## config.mk

```make
export PLATFORM = sky130hd
export DESIGN_NAME = adc_sample_convert_sequencer
export DESIGN_NICKNAME = d
export VERILOG_FILES = /design/src/pkg/adc_seq_pkg.sv /design/src/rtl/adc_tad_gen.sv /design/src/rtl/adc_sar_core.sv /design/src/rtl/adc_sample_convert_sequencer.sv
export VERILOG_INCLUDE_DIRS = /design/src /design/src/pkg
export SDC_FILE = /design/constraint.sdc
export NUM_CORES = 1
export LEC_CHECK = 0
export ABC_AREA = 1
export BUFFER_PORTS_ARGS = -buffer_cell sky130_fd_sc_hd__buf_2
export CORE_UTILIZATION = 52
export CTS_CLUSTER_DIAMETER = 120
export DETAILED_ROUTE_END_ITERATION = 7
export HOLD_SLACK_MARGIN = 0.03
export PLACE_DENSITY = 0.76
export SLEW_MARGIN = 0
export SYNTH_ARGS = -nofsm -noshare
export SYNTH_HDL_FRONTEND = slang
export SYNTH_SLANG_ARGS = --single-unit
```

## constraint.sdc

```tcl
create_clock -name core_clk_i -period 2.1 [get_ports core_clk_i]
set_clock_uncertainty 0.2 [all_clocks]
set_input_delay 0.525 -clock core_clk_i [delete_from_list [all_inputs] [get_ports core_clk_i]]
set_output_delay 0.525 -clock core_clk_i [all_outputs]
set_load 0.01 [all_outputs]
```

## src/pkg/adc_seq_map.svh

```systemverilog
`ifndef ADC_SEQ_MAP_SVH
`define ADC_SEQ_MAP_SVH

// ==========================================
// Register offsets
`define ADC_CTL1_ADDR       4'h0
`define ADC_CTL3_ADDR       4'h1
`define ADC_RESULT_ADDR     4'h2
`define ADC_CHAN_ADDR       4'h3
// ==========================================
// Control register one fields
`define CTL1_ON_BIT         15
`define CTL1_TRIG_HI        7
`define CTL1_TRIG_LO        4
`define CTL1_AUTO_BIT       2
`define CTL1_SAMPLE_BIT     1
`define CTL1_DONE_BIT       0
// ==========================================
// Control register three fields
`define CTL3_RC_BIT         15
`define CTL3_COUNT_HI       12
`define CTL3_COUNT_LO       8
`define CTL3_PRE_HI         7
`define CTL3_PRE_LO         0
// ==========================================
// Trigger codes, reset values, timing
`define TRIG_SOFTWARE       4'h0
`define TRIG_CLOCKED        4'h7
`define CTL1_RESET          16'h0001
`define CTL3_RESET          16'h0000
`define CONV_PERIODS        5'h0C
`define CHAN_COUNT          5'h10
`endif

```

## src/pkg/adc_seq_pkg.sv

```systemverilog
`default_nettype none
package adc_seq_pkg;
    typedef enum logic [2:0] {
        ST_IDLE   = 3'b001,
        ST_SAMPLE = 3'b010,
        ST_CONV   = 3'b100
    } seq_state_type;
endpackage
`default_nettype wire

```

## src/rtl/adc_tad_gen.sv

```systemverilog
`timescale 1ns/1ps
`default_nettype none
// ==========================================
// Conversion clock tick generator
module adc_tad_gen
(
    // Clock and reset
    input  wire logic       core_clk_i,
    input  wire logic       rst_n_i,
    // Control
    input  wire logic       run_i,
    input  wire logic       rc_clock_select_i,
    input  wire logic [7:0] conv_clock_prescale_i,
    input  wire logic       rc_osc_i,
    // Tick
    output logic            tad_tick_o
);
    typedef struct packed {
        logic [7:0] cnt;
        logic [2:0] rc_sync;
        logic       rc_level;
        logic       tick;
    } tad_state_type;

    tad_state_type r;
    tad_state_type next_r;

    always_comb
    begin
        next_r = r;
        next_r.tick = 1'b0;
        next_r.rc_sync = {r.rc_sync[1:0], rc_osc_i};
        // Level moves only once second and third stages agree
        if (r.rc_sync[2] == r.rc_sync[1])
            next_r.rc_level = r.rc_sync[2];
        if (!run_i)
        begin
            next_r.cnt = 8'h00;
        end
        else if (rc_clock_select_i)
        begin
            // One tick per settled rising edge; slow oscillator only
            next_r.tick = (r.rc_sync[2] == r.rc_sync[1]) & r.rc_sync[2] & ~r.rc_level;
        end
        else if (r.cnt >= conv_clock_prescale_i)
        begin
            next_r.cnt  = 8'h00;
            next_r.tick = 1'b1;
        end
        else
        begin
            next_r.cnt = r.cnt + 8'h01;
        end
    end

    always_ff @(posedge core_clk_i)
    begin
        if (!rst_n_i)
            r <= '0;
        else
            r <= next_r;
    end

    assign tad_tick_o = r.tick;
endmodule // adc_tad_gen
`default_nettype wire

```

## src/rtl/adc_sar_core.sv

```systemverilog
`timescale 1ns/1ps
`default_nettype none
// ==========================================
// Twelve-period conversion timer
module adc_sar_core
(
    // Clock and reset
    input  wire logic        core_clk_i,
    input  wire logic        rst_n_i,
    // Control
    input  wire logic        start_i,
    input  wire logic        abort_i,
    input  wire logic        tad_tick_i,
    input  wire logic [11:0] analog_code_i,
    // Result
    output logic             busy_o,
    output logic             done_o,
    output logic [11:0]      code_o
);
    `include "adc_seq_map.svh"

    typedef struct packed {
        logic        busy;
        logic [4:0]  periods;
        logic        done;
        logic [11:0] code;
    } sar_state_type;

    sar_state_type r;
    sar_state_type next_r;

    always_comb
    begin
        next_r = r;
        next_r.done = 1'b0;
        if (abort_i)
        begin
            next_r.busy    = 1'b0;
            next_r.periods = 5'h00;
        end
        else if (start_i && !r.busy)
        begin
            next_r.busy    = 1'b1;
            next_r.periods = 5'h00;
        end
        else if (r.busy && tad_tick_i)
        begin
            if (r.periods == `CONV_PERIODS - 5'h01)
            begin
                next_r.busy = 1'b0;
                next_r.done = 1'b1;
                next_r.code = analog_code_i;
            end
            next_r.periods = r.periods + 5'h01;
        end
    end

    always_ff @(posedge core_clk_i)
    begin
        if (!rst_n_i)
            r <= '0;
        else
            r <= next_r;
    end

    assign busy_o = r.busy;
    assign done_o = r.done;
    assign code_o = r.code;
endmodule // adc_sar_core
`default_nettype wire

```

## src/rtl/adc_sample_convert_sequencer.sv

```systemverilog
// The implementer's own choices: the placing of the registers and strobed register access.
`timescale 1ns/1ps
`default_nettype none
// ==========================================
// Sample and convert sequencer
module adc_sample_convert_sequencer
    import adc_seq_pkg::*;
#(
    parameter int CHANNELS = 16
)
(
    // Clock and reset
    input  wire logic        core_clk_i,
    input  wire logic        rst_n_i,
    // Register port
    input  wire logic [3:0]  reg_addr_i,
    input  wire logic [15:0] reg_wdata_i,
    input  wire logic        reg_write_i,
    input  wire logic        reg_read_i,
    output logic [15:0]      reg_rdata_o,
    // Analog side
    input  wire logic        rc_osc_i,
    input  wire logic [11:0] analog_code_i,
    output logic             sampling_o,
    output logic             converting_o,
    output logic [4:0]       channel_o
);
    import adc_seq_pkg::*;
    `include "adc_seq_map.svh"

    typedef struct packed {
        seq_state_type state;
        logic          module_on;
        logic [3:0]    trigger_source_sel;
        logic          auto_sample_en;
        logic          sample_ctl_bit;
        logic          done;
        logic          rc_clock_select;
        logic [4:0]    sample_clock_count;
        logic [7:0]    conv_clock_prescale;
        logic [4:0]    sample_periods;
        logic [4:0]    channel;
        logic [11:0]   result;
        logic [15:0]   rdata;
    } seq_reg_type;

    seq_reg_type r;
    seq_reg_type next_r;

    logic        tad_tick;
    logic        conv_busy;
    logic        conv_done;
    logic [11:0] conv_code;
    logic        conv_start;

    function automatic logic [15:0] ctl1_word(input seq_reg_type s);
        logic [15:0] w;
        w = 16'h0000;
        w[`CTL1_ON_BIT] = s.module_on;
        w[`CTL1_TRIG_HI:`CTL1_TRIG_LO] = s.trigger_source_sel;
        w[`CTL1_AUTO_BIT] = s.auto_sample_en;
        w[`CTL1_SAMPLE_BIT] = s.sample_ctl_bit;
        w[`CTL1_DONE_BIT] = s.done;
        return w;
    endfunction

    function automatic logic [4:0] next_chan(input logic [4:0] c);
        next_chan = (c == 5'(CHANNELS - 1)) ? 5'h00 : c + 5'h01;
    endfunction

    adc_tad_gen u_tad
    (
        .core_clk_i            (core_clk_i),
        .rst_n_i               (rst_n_i),
        .run_i                 (r.module_on),
        .rc_clock_select_i     (r.rc_clock_select),
        .conv_clock_prescale_i (r.conv_clock_prescale),
        .rc_osc_i              (rc_osc_i),
        .tad_tick_o            (tad_tick)
    );

    adc_sar_core u_core
    (
        .core_clk_i    (core_clk_i),
        .rst_n_i       (rst_n_i),
        .start_i       (conv_start),
        .abort_i       (~next_r.module_on),
        .tad_tick_i    (tad_tick),
        .analog_code_i (analog_code_i),
        .busy_o        (conv_busy),
        .done_o        (conv_done),
        .code_o        (conv_code)
    );

    always_comb
    begin
        next_r     = r;
        conv_start = 1'b0;
        next_r.rdata = 16'h0000;

        // ==========================================
        // Register reads
        if (reg_read_i)
        begin
            case (reg_addr_i)
                `ADC_CTL1_ADDR:   next_r.rdata = ctl1_word(r);
                `ADC_CTL3_ADDR:   next_r.rdata = {r.rc_clock_select, 2'b00, r.sample_clock_count,
                                                  r.conv_clock_prescale};
                `ADC_RESULT_ADDR: next_r.rdata = {4'h0, r.result};
                `ADC_CHAN_ADDR:   next_r.rdata = {11'h000, r.channel};
                default:          next_r.rdata = 16'h0000;
            endcase
        end

        // ==========================================
        // Register writes
        if (reg_write_i && reg_addr_i == `ADC_CTL1_ADDR)
        begin
            next_r.module_on      = reg_wdata_i[`CTL1_ON_BIT];
            // software keeps trigger fixed while on
            next_r.trigger_source_sel = reg_wdata_i[`CTL1_TRIG_HI:`CTL1_TRIG_LO];
            next_r.auto_sample_en = reg_wdata_i[`CTL1_AUTO_BIT];
            next_r.sample_ctl_bit = reg_wdata_i[`CTL1_SAMPLE_BIT];
        end
        if (reg_write_i && reg_addr_i == `ADC_CTL3_ADDR)
        begin
            next_r.rc_clock_select     = reg_wdata_i[`CTL3_RC_BIT];
            next_r.sample_clock_count  = reg_wdata_i[`CTL3_COUNT_HI:`CTL3_COUNT_LO];
            next_r.conv_clock_prescale = reg_wdata_i[`CTL3_PRE_HI:`CTL3_PRE_LO];
        end
        if (reg_write_i && reg_addr_i == `ADC_CHAN_ADDR)
            next_r.channel = reg_wdata_i[4:0];

        // ==========================================
        // Sequencer
        case (r.state)
            ST_IDLE:
            begin
                if (next_r.module_on && (next_r.sample_ctl_bit || next_r.auto_sample_en))
                begin
                    // Auto enable starts sampling too; bit reads back set
                    next_r.sample_ctl_bit = 1'b1;
                    next_r.state          = ST_SAMPLE;
                    next_r.sample_periods = 5'h00;
                end
            end
            ST_SAMPLE:
            begin
                if (r.sample_periods != 5'h1F && tad_tick)
                    next_r.sample_periods = r.sample_periods + 5'h01;
                if (r.trigger_source_sel == `TRIG_SOFTWARE && !next_r.sample_ctl_bit)
                    conv_start = 1'b1;
                if (r.trigger_source_sel == `TRIG_CLOCKED && tad_tick
                    && r.sample_periods + 5'h01 >= r.sample_clock_count)
                    conv_start = 1'b1;
                if (conv_start)
                begin
                    next_r.state          = ST_CONV;
                    next_r.sample_ctl_bit = 1'b0;
                    next_r.done           = 1'b0;
                end
            end
            ST_CONV:
            begin
                if (conv_done)
                begin
                    next_r.result = conv_code;
                    next_r.done   = 1'b1;
                    if (next_r.auto_sample_en)
                    begin
                        next_r.channel = next_chan(next_r.channel);
                        next_r.sample_ctl_bit = 1'b1;
                        next_r.sample_periods = 5'h00;
                        next_r.state          = ST_SAMPLE;
                    end
                    else
                    begin
                        // sample 0 and done 1 idle
                        next_r.state = ST_IDLE;
                    end
                end
            end
            default:
                next_r.state = ST_IDLE;
        endcase

        if (!next_r.module_on)
        begin
            next_r.state = ST_IDLE;
            if (r.state == ST_CONV)
                next_r.done = 1'b1;
        end
    end

    always_ff @(posedge core_clk_i)
    begin
        if (!rst_n_i)
        begin
            r <= '0;
            r.state <= ST_IDLE;
            r.done  <= 1'b1;
        end
        else
            r <= next_r;
    end

    assign reg_rdata_o  = r.rdata;
    assign sampling_o   = (r.state == ST_SAMPLE);
    assign converting_o = conv_busy;
    assign channel_o    = r.channel;
endmodule // adc_sample_convert_sequencer
`default_nettype wire

```

==> flow_summary.toml, run 1 <==
[logic_synthesis]
yosysSeqAreaShare = 0.4214
ys_ff_latch = 93
synth_edf_count = 0
ys.flop_type = "dfxtp_1"
synth_warnings = 0
synth.avg_cell_area_um2 = 7.657
yosys.cell_types.count = 40
synthArstFlopShare = 0
synth_area_um2 = 4418
syn_inst = 577

[die]
die_h_um = 94.18
die_area_um2 = 8869
pin_count = 60
rows = 33
start_util = 0.5377
coreArea_um2 = 8217
die_w_um = 94.18

[final_layout]
antenna_cells = 0
synthToLayoutAreaGrowth_pct = 17.47
final_area_um2 = 5190
fillers = 706
fin_nets = 699
layout-drive-gt1-share = 0.2407

[timing]
period_share = 1.127
fin_crit_ps = 2366
fmax_mhz = 422.7
holdWs_ps = 139.9
hold_viol = 0
rsz0062_at_grt = "true"
setup_ws_ps = -265.9
drv_slew = 0
final-setup-viol-count = 11

[clock_network]
clock_latency_ps = 370
hold_buffers = 0
cts_tree = "done"
htreeDepth = 3
clkSlewWorstSetupHoldPaths_ps = 100
clock_path_buffers = 2
numCtsBuffers = 9
root_buffer = "clkbuf_8"
clock_sinks = 93

[drt]
num_vias = 3960
ant_nets = 0
drc = 0
drtIter0Drc = 199
drtPass1Iterations = 5
drt_wl_total_um = 10480
wl_per_cell_um = 13.92
vias_per_cell = 5.259

[power_and_ir_drop]
ir_drop_mv = 0.3531
power_density_nw_per_um2 = 633.5
power_leakage_nw = 2.348

[setup_path]
crit_type = "register to register"
critical_path.cell_chain = "ha_4 -> nand2_2 -> nor2_1 -> ha_1 -> ha_1 -> nand2_1 -> o21bai_1 -> nand3_2 -> nand2_4 -> nand2_4 -> nand2_4 -> o21ai_4 -> nor2_1"
cp_num_buf_inv = 0
crit_path_end_kind = "register"
cp-start-kind = "register"
crit_family = "adder cells"
cp_max_fo = 5
slowest_delay_ps = 340
path_common_cell = "nand2_4"
cp_slowest_cell = "dfxtp_2"
required_ps = 2170
crit_arrival_ps = 2430

[run_status]
outcome = "finished, violations left"
violations = "negative setup slack"

[place]
placedInstanceArea_um2 = 4872
gp_congestion = 0.9138
io_buffers = 55
dp_slack_ps = -297.2
place_hpwl_um = 7954

[global_routing]
grt_max_degree = 29
grt_pass1_vias = 3814
grt_usage = 0.2518
antenna_found_initial = 0
grt_remaining_overflow = 0
grt_pass1_wl_um = 17190

[flow_run]
drv_cap = 0

[min_path]
hold_class = "input port to register"
## placed cells by master, fill, tap and decap left out, drive strengths merged, types with 2 or more instances in the layout
master  netlist  routed
o22ai        16      16
buf          26      89
o211ai        2       2
nor2         50      50
clkbuf        9       9
ha           19      19
o221ai        3       3
a221oi        4       4
a21oi        50      50
nand4         8       8
nand2       100     100
inv          99     104
conb          1       2
o21ai        46      46
nor3          6       6
clkinv        1       2
xor2         11      11
dfxtp        93      93
nand3        24      24
## cell families (layout without fill, tap and decap cells)
group           Yosys count  in the layout  synth area share
other cells               1              2         0.0008488
simple gates            192            192            0.2053
flops                    93             93            0.4214
xor+xnor                 12             12           0.02379
fa+ha+maj                19             19           0.05381
compound gates          124            124            0.1572
mux                       1              1          0.002266
buf+inv                 135            205            0.1354
## cell usage after synthesis (2+ instances only)
library cell  instances  area, um2
dfxtp_1              93       1862
a21oi_1              50      250.2
ha_1                 19      237.7
o21ai_0              28      140.1
inv_2                 4      15.01
nand2_4               2      22.52
o221ai_1              3      26.28
buf_4                21      157.7
o22ai_1              16      100.1
o21ai_1              14      70.07
nand4_1               8      50.05
nor3_1                5      25.02
nor2_4                5      56.30
clkbuf_1              9      33.78
xor2_1               11      96.34
nand3_1              23      115.1
a221oi_1              4      35.03
nor2_1               40      150.1
o211ai_1              2      15.01
nor2_2                4      25.02
nand2_1              90      337.8
nand2_2               8      50.05
o21ai_2               4      35.03
inv_1                95      356.6
buf_2                 4      20.02
## routing by layer
| metal | global-route usage | share of wire |
|---|---|---|
| met3 | 0.04207 | 0.044 |
| met5 | 0 | 0 |
| met2 | 0.4438 | 0.50 |
| met1 | 0.2940 | 0.43 |
| met4 | 0.1179 | 0.028 |
## stage by stage
step                      std cells  total power [W]  setup TNS, ps  utilization
final                           753         0.003288          -2319       0.6316
after global routing            753         0.003416          -3578       0.6316
after CTS                       752         0.003285          -2001       0.6259
after detailed placement        734         0.002032          -2328       0.5930
after global placement          734         0.002025          -1543       0.5930
after floorplan                 578         0.001944         -545.0            -
## worst register-to-register path, delay by kind of cell (launching register included)
family	cells	cell delay, ps
adders and majority gates	3	760
and+or+nand+nor	8	600
DFF	1	340
AOI/OAI and AO/OA	2	400
## registers in the layout, indices dropped and copies added (netlist names)
| signal | count |
|---|---|
| channel_o | 5 |
| r | 42 |
| reg_rdata_o | 14 |
| u_core.busy_o | 1 |
| u_core.code_o | 12 |
| u_core.done_o | 1 |
| u_core.r | 5 |
| u_tad.next_r | 2 |
| u_tad.r | 10 |
| u_tad.tad_tick_o | 1 |
## repair_timing
item,4_1_cts,5_1_grt
setup buffers,2,1
hold endpoints to repair,0,0
setup endpoints to repair,11,25
pin swaps,11,10
gates resized for setup,12,9
## power breakdown
part           total [W]  leakage [nW]  internal, W  switching [W]
registers        0.00178         0.752      0.00178     0.00000758
clock network    0.00129         0.107     0.000578       0.000707
logic           0.000218          1.49    0.0000822       0.000136
total            0.00329          2.35      0.00244       0.000851
## worst paths after layout
| check | from | to | slack [ps] | depth (start not counted) |
|---|---|---|---|---|
| min reg2reg | u_tad.next_r[3]$_SDFF_PN0_ | u_tad.next_r[4]$_SDFF_PN0_ | 220 | 2 |
| max | r[34]$_SDFFE_PN0P_ | u_core.r[17]$_SDFFE_PP0P_ | -270 | 13 |
| max reg2reg | r[34]$_SDFFE_PN0P_ | u_core.r[17]$_SDFFE_PP0P_ | -270 | 13 |
| min | rc_osc_i | u_tad.next_r[3]$_SDFF_PN0_ | 140 | 3 |
## cell type report
| class | instances | area, um2 | area share |
|---|---|---|---|
| Multi-Input combinational cell | 350 | 2058 | 0.3966 |
| Sequential cell | 93 | 1866 | 0.3595 |
| Timing Repair Buffer | 89 | 550.5 | 0.1061 |
| Inverter | 100 | 375.4 | 0.07232 |
| Tap cell | 105 | 131.4 | 0.02531 |
| Clock buffer | 9 | 123.9 | 0.02387 |
| Clock inverter | 7 | 85.08 | 0.01639 |
(Power assumes the default switching activity.)
==> inputs of run 2 (changes only) <==
--- a/config.mk
+++ b/config.mk
@@ -8,11 +8,13 @@
 export LEC_CHECK = 0
 export ABC_AREA = 1
 export BUFFER_PORTS_ARGS = -buffer_cell sky130_fd_sc_hd__buf_2
+export CORE_ASPECT_RATIO = 1.2
 export CORE_UTILIZATION = 52
 export CTS_CLUSTER_DIAMETER = 120
 export DETAILED_ROUTE_END_ITERATION = 7
 export HOLD_SLACK_MARGIN = 0.03
 export PLACE_DENSITY = 0.76
+export REMOVE_ABC_BUFFERS = 1
 export SLEW_MARGIN = 0
 export SYNTH_ARGS = -nofsm -noshare
 export SYNTH_HDL_FRONTEND = slang
==> flow_summary.toml, run 2 (same netlist as run 1, synthesis figures left out) <==
[run_status]
outcome = "finished, violations left"
violations = "negative setup slack"

[clock_network]
hold_buffers = 0
numCtsBuffers = 9
clock_path_buffers = 2
htreeDepth = 3
clock_sinks = 93
clkSlewWorstSetupHoldPaths_ps = 90
clock_latency_ps = 370
root_buffer = "clkbuf_8"
cts_tree = "done"

[final_layout]
max_flop_register = "r"
final_cells = 762
layout_common_cells = "95 x inv_1, 91 x dfxtp_1, 86 x nand2_1"
largest_register_ffs = 42
layout_commonest_cell = "inv_1"
antenna_cells = 0
layout-drive-gt1-share = 0.2392
final_area_um2 = 5166
synthToLayoutAreaGrowth_pct = 16.94
final_util = 0.6302
fin_nets = 699

[setup_path]
crit_type = "register to register"
cp-start-kind = "register"
r2r_start = "r[34]$_SDFFE_PN0P_"
crit_arrival_ps = 2380
r2r_end = "u_core.r[17]$_SDFFE_PP0P_"
required_ps = 2160
crit_path_end_kind = "register"
cp_max_fo = 5
ff2ff_path_depth = 14
r2r_slack_ps = -220

[place]
io_buffers = 55
gp_congestion = 0.8695
place_hpwl_um = 7684
dp_cells = 743
placedInstanceArea_um2 = 4862

[die]
start_util = 0.5389
rows = 36
pin_count = 60
die_w_um = 86.15
die_area_um2 = 8870
coreArea_um2 = 8198
die_h_um = 103.0

[power_and_ir_drop]
ir_drop_mv = 0.4139
power_leakage_nw = 2.328
power_density_nw_per_um2 = 611.1

[drt]
drtPass1Iterations = 6
topRoutingLayerUsed = "met4"
wl_met3_um = 373
vias_per_cell = 5.115
num_vias = 3898
wl_met2_um = 5239
drc = 0
ant_nets = 0
drtIter0Drc = 210
wl_met1_um = 4312
wl_per_cell_um = 13.41
drt_wl_total_um = 10220

[global_routing]
grt_pass1_vias = 3664
antenna_found_initial = 0
grt_usage = 0.2411
grt_remaining_overflow = 0
grt_max_degree = 29
grt_pass1_wl_um = 16570

[timing]
rsz0062_at_grt = "true"
fin_crit_ps = 2315
period_share = 1.103
final-setup-viol-count = 11
fmax_mhz = 431.9
hold_viol = 0
setup_ws_ps = -215.3
drv_slew = 0
fin_setup_tns_ps = -1996

[flow_run]
drv_cap = 0

[min_path]
hold_class = "input port to register"
hold_depth = 3
worstHoldStart = "rc_osc_i"
hold_end = "u_tad.next_r[3]$_SDFF_PN0_"
==> run 2: worst max path at each step <==
| stage | to | depth (start not counted) | from | slack, ps |
|---|---|---|---|---|
| after CTS | u_core.r[15]$_SDFFE_PP0P_ | 14 | r[33]$_SDFFE_PN0P_ | -240 |
| after detailed placement | u_core.r[15]$_SDFFE_PP0P_ | 15 | r[33]$_SDFFE_PN0P_ | -310 |
| after global routing | u_core.r[17]$_SDFFE_PP0P_ | 15 | r[34]$_SDFFE_PN0P_ | -350 |
| after global placement | u_core.r[15]$_SDFFE_PP0P_ | 15 | r[33]$_SDFFE_PN0P_ | -240 |
| after floorplan | u_core.r[14]$_SDFFE_PP0P_ | 14 | r[33]$_SDFFE_PN0P_ | -220 |
| final | u_core.r[17]$_SDFFE_PP0P_ | 14 | r[34]$_SDFFE_PN0P_ | -220 |
==> run 2: final cells by class <==
cell class,count,area (um2)
sequential,93,1864
fill,733,3032
inverter,100,375.4
multi-input combinational,350,2043
clock buffer,11,151.4
tap,114,142.6
clock inverter,5,42.54
timing repair buffer,89,546.8
==> run 2: layer usage <==
metal | global-route usage | up-vias
met5 | 0 | -
met4 | 0.1154 | 0
met3 | 0.04243 | 20
met2 | 0.4310 | 89
met1 | 0.2795 | 1819
li1 | - | 1970
==> run 2: what timing repair did <==
item                       in CTS  in global routing
setup buffers                   2                  1
setup endpoints to repair      11                 20
gates resized for setup         8                 13
pin swaps                       8                 11
==> run 2: critical path, stage by stage, from the launching register on <==
cell and delay [ps]:
dfxtp_2 350, ha_4 160, nand2_2 50, nor2_2 30, ha_1 290, ha_1 310, nand2_1 70, o21bai_4 170
nand3_2 70, nand2_2 60, nand2_2 90, nand2_2 60, o21ai_2 130, buf_6 130, nor2_1 40
==> run 2: per-stage QoR <==
step	hold slack [ps]	total power, W	setup slack [ps]
final	135.3	0.003157	-215.3
after detailed placement	206.5	0.002032	-306.9
after CTS	127.1	0.003169	-243.7
after global placement	201.0	0.002025	-244.1
after global routing	134.4	0.003270	-345.7
after floorplan	190.0	0.001924	-216.9
==> run 2: report_power, final <==
group,internal (W),total (W),switching (W)
logic,0.0000825,0.000215,0.000133
clock network,0.000505,0.00116,0.000653
registers,0.00178,0.00178,0.00000740
==> inputs of run 3 (changes only) <==
--- a/config.mk
+++ b/config.mk
@@ -8,12 +8,14 @@
 export LEC_CHECK = 0
 export ABC_AREA = 1
 export BUFFER_PORTS_ARGS = -buffer_cell sky130_fd_sc_hd__buf_2
+export CELL_PAD_IN_SITES_DETAIL_PLACEMENT = 0
+export CELL_PAD_IN_SITES_GLOBAL_PLACEMENT = 1
 export CORE_ASPECT_RATIO = 1.2
-export CORE_UTILIZATION = 52
+export CORE_UTILIZATION = 38
 export CTS_CLUSTER_DIAMETER = 120
 export DETAILED_ROUTE_END_ITERATION = 7
 export HOLD_SLACK_MARGIN = 0.03
-export PLACE_DENSITY = 0.76
+export PLACE_DENSITY_LB_ADDON = 0.1
 export REMOVE_ABC_BUFFERS = 1
 export SLEW_MARGIN = 0
 export SYNTH_ARGS = -nofsm -noshare
==> flow_summary.toml, run 3 (same netlist as run 1, synthesis figures left out) <==
[run_status]
outcome = "finished, violations left"
violations = "negative setup slack"

[setup_path]
cp_slowest_cell = "dfxtp_2"
r2r_start = "r[33]$_SDFFE_PN0P_"
r2r_slack_ps = -180
crit_arrival_ps = 2310
r2r_end = "u_core.r[15]$_SDFFE_PP0P_"
cp-start-kind = "register"
cp_max_fo = 5
ff2ff_path_depth = 14
cp_num_buf_inv = 1
crit_type = "register to register"
cp.depth = 14
critical_path.cell_chain = "ha_4 -> nand2_4 -> nor2_4 -> ha_4 -> ha_4 -> nand2_2 -> o21bai_4 -> nand3_2 -> nand2_2 -> nand2_2 -> nand2_2 -> o21ai_2 -> buf_6 -> a21oi_1"
slowest_delay_ps = 360
required_ps = 2130
crit_end = "u_core.r[15]$_SDFFE_PP0P_"
critical_path.startpoint = "r[33]$_SDFFE_PN0P_"
path_common_cell = "nand2_2"
crit_family = "adder cells"
crit_path_end_kind = "register"

[timing]
final-setup-viol-count = 11
fmax_mhz = 439.1
holdWs_ps = 163.4
drv_slew = 0
period_share = 1.085
rsz0062_at_grt = "true"
hold_viol = 0
fin_setup_tns_ps = -1480
fin_crit_ps = 2278
setup_ws_ps = -177.6

[die]
die_area_um2 = 12060
die_w_um = 100.4
coreArea_um2 = 11190
pin_count = 60
rows = 42
start_util = 0.3947
die_h_um = 120.1

[drt]
num_vias = 3862
ant_nets = 0
drt_wl_total_um = 11400
vias_per_cell = 4.750
drc = 0
drtPass1Iterations = 5
drtIter0Drc = 122
wl_per_cell_um = 14.02

[global_routing]
grt_max_degree = 29
grt_pass1_wl_um = 18150
grt_usage = 0.1977
grt_pass1_vias = 3674
grt_remaining_overflow = 0
antenna_found_initial = 0

[clock_network]
clock_sinks = 93
clkSlewWorstSetupHoldPaths_ps = 70
root_buffer = "clkbuf_16"
htreeDepth = 3
cts_tree = "done"
clock_path_buffers = 2
numCtsBuffers = 9
clock_latency_ps = 340
hold_buffers = 0

[final_layout]
fin_nets = 710
multi_input_area_um2 = 2091
layout_commonest_cell = "inv_1"
layout_common_cells = "95 x inv_1, 91 x dfxtp_1, 84 x nand2_1"
layout-drive-gt1-share = 0.2564
antenna_cells = 0
fillers = 1123
final-seq-area_um2 = 1864
largest_register_ffs = 42
final_cells = 813
synthToLayoutAreaGrowth_pct = 23.39
max_flop_register = "r"

[power_and_ir_drop]
p_comb_frac = 0.064
p_sw_frac = 0.2466
ir_drop_mv = 0.3233
switchingPower_w = 0.0008749
power_density_nw_per_um2 = 650.9
power_leakage_nw = 2.449
power.internal_w = 0.002674
seqPwrFrac = 0.503
clockPowerShare = 0.433

[place]
dp_cells = 794
place_hpwl_um = 8670
gp_congestion = 0.8076
io_buffers = 55

[flow_run]
drv_cap = 0

[min_path]
hold_class = "input port to register"
-- run 3: changes by cell type in the layout (fill, tap and decap cells not counted), moves of 3 or more --
cell	previous run	this run
clkbuf_16	0	9
clkinv_2	0	3
clkbuf_8	11	0
buf_4	32	41
-- run 3: tightest hold or removal path: stages --
cell     delay (ps)
buf_2            70
nand2_1          40
inv_1            40
-- run 3: how the worst min path moves through the flow --
stage	end	depth (start not counted)	from
CTS	u_tad.next_r[3]$_SDFF_PN0_	3	rc_osc_i
finish	u_tad.next_r[3]$_SDFF_PN0_	3	rc_osc_i
global route	u_tad.next_r[3]$_SDFF_PN0_	3	rc_osc_i
detailed placement	u_tad.next_r[4]$_SDFF_PN0_	2	u_tad.next_r[3]$_SDFF_PN0_
global placement	u_tad.next_r[4]$_SDFF_PN0_	2	u_tad.next_r[3]$_SDFF_PN0_
floorplan	u_tad.next_r[4]$_SDFF_PN0_	2	u_tad.next_r[3]$_SDFF_PN0_
-- run 3: layout make-up --
class,instances,share of cell area
multi-input combinational,350,0.3835
sequential,93,0.3420
timing repair buffer,100,0.1200
inverter,100,0.06885
clock buffer,9,0.04131
tap,154,0.03535
clock inverter,7,0.008951
-- run 3: routing by layer --
layer | part of all wire | track usage | vias up
met4 | 0.012 | 0.06431 | 0
met5 | 0 | 0 | -
met3 | 0.033 | 0.03378 | 8
li1 | - | - | 2002
met2 | 0.48 | 0.3399 | 83
met1 | 0.47 | 0.2489 | 1769
-- run 3: what timing repair did --
item	in CTS	in global routing
setup buffers	2	1
pin swaps	9	11
endpoints found under the setup margin	11	19
gates resized for setup	11	16
endpoints found under the hold margin	0	0
-- run 3: power by group through the flow --
stage,logic [W],clock network [W],registers [W]
floorplan,0.000100,0,0.00182
global placement,0.000220,0,0.00182
detailed placement,0.000223,0,0.00182
CTS,0.000226,0.00157,0.00178
global route,0.000252,0.00165,0.00178
finish,0.000227,0.00154,0.00178
-- run 3: through the flow --
step | total power (W) | utilization | instance area, um2 | worst slack, ps
5_1_grt | 0.003685 | 0.4870 | 5451 | -277.4
3_3_place_gp | 0.002045 | 0.4485 | 5020 | -320.1
4_1_cts | 0.003580 | 0.4775 | 5345 | -271.1
3_5_place_dp | 0.002048 | 0.4485 | 5020 | -331.8
2_1_floorplan | 0.001924 | - | 4199 | -216.9
6_report | 0.003549 | 0.4870 | 5451 | -177.6
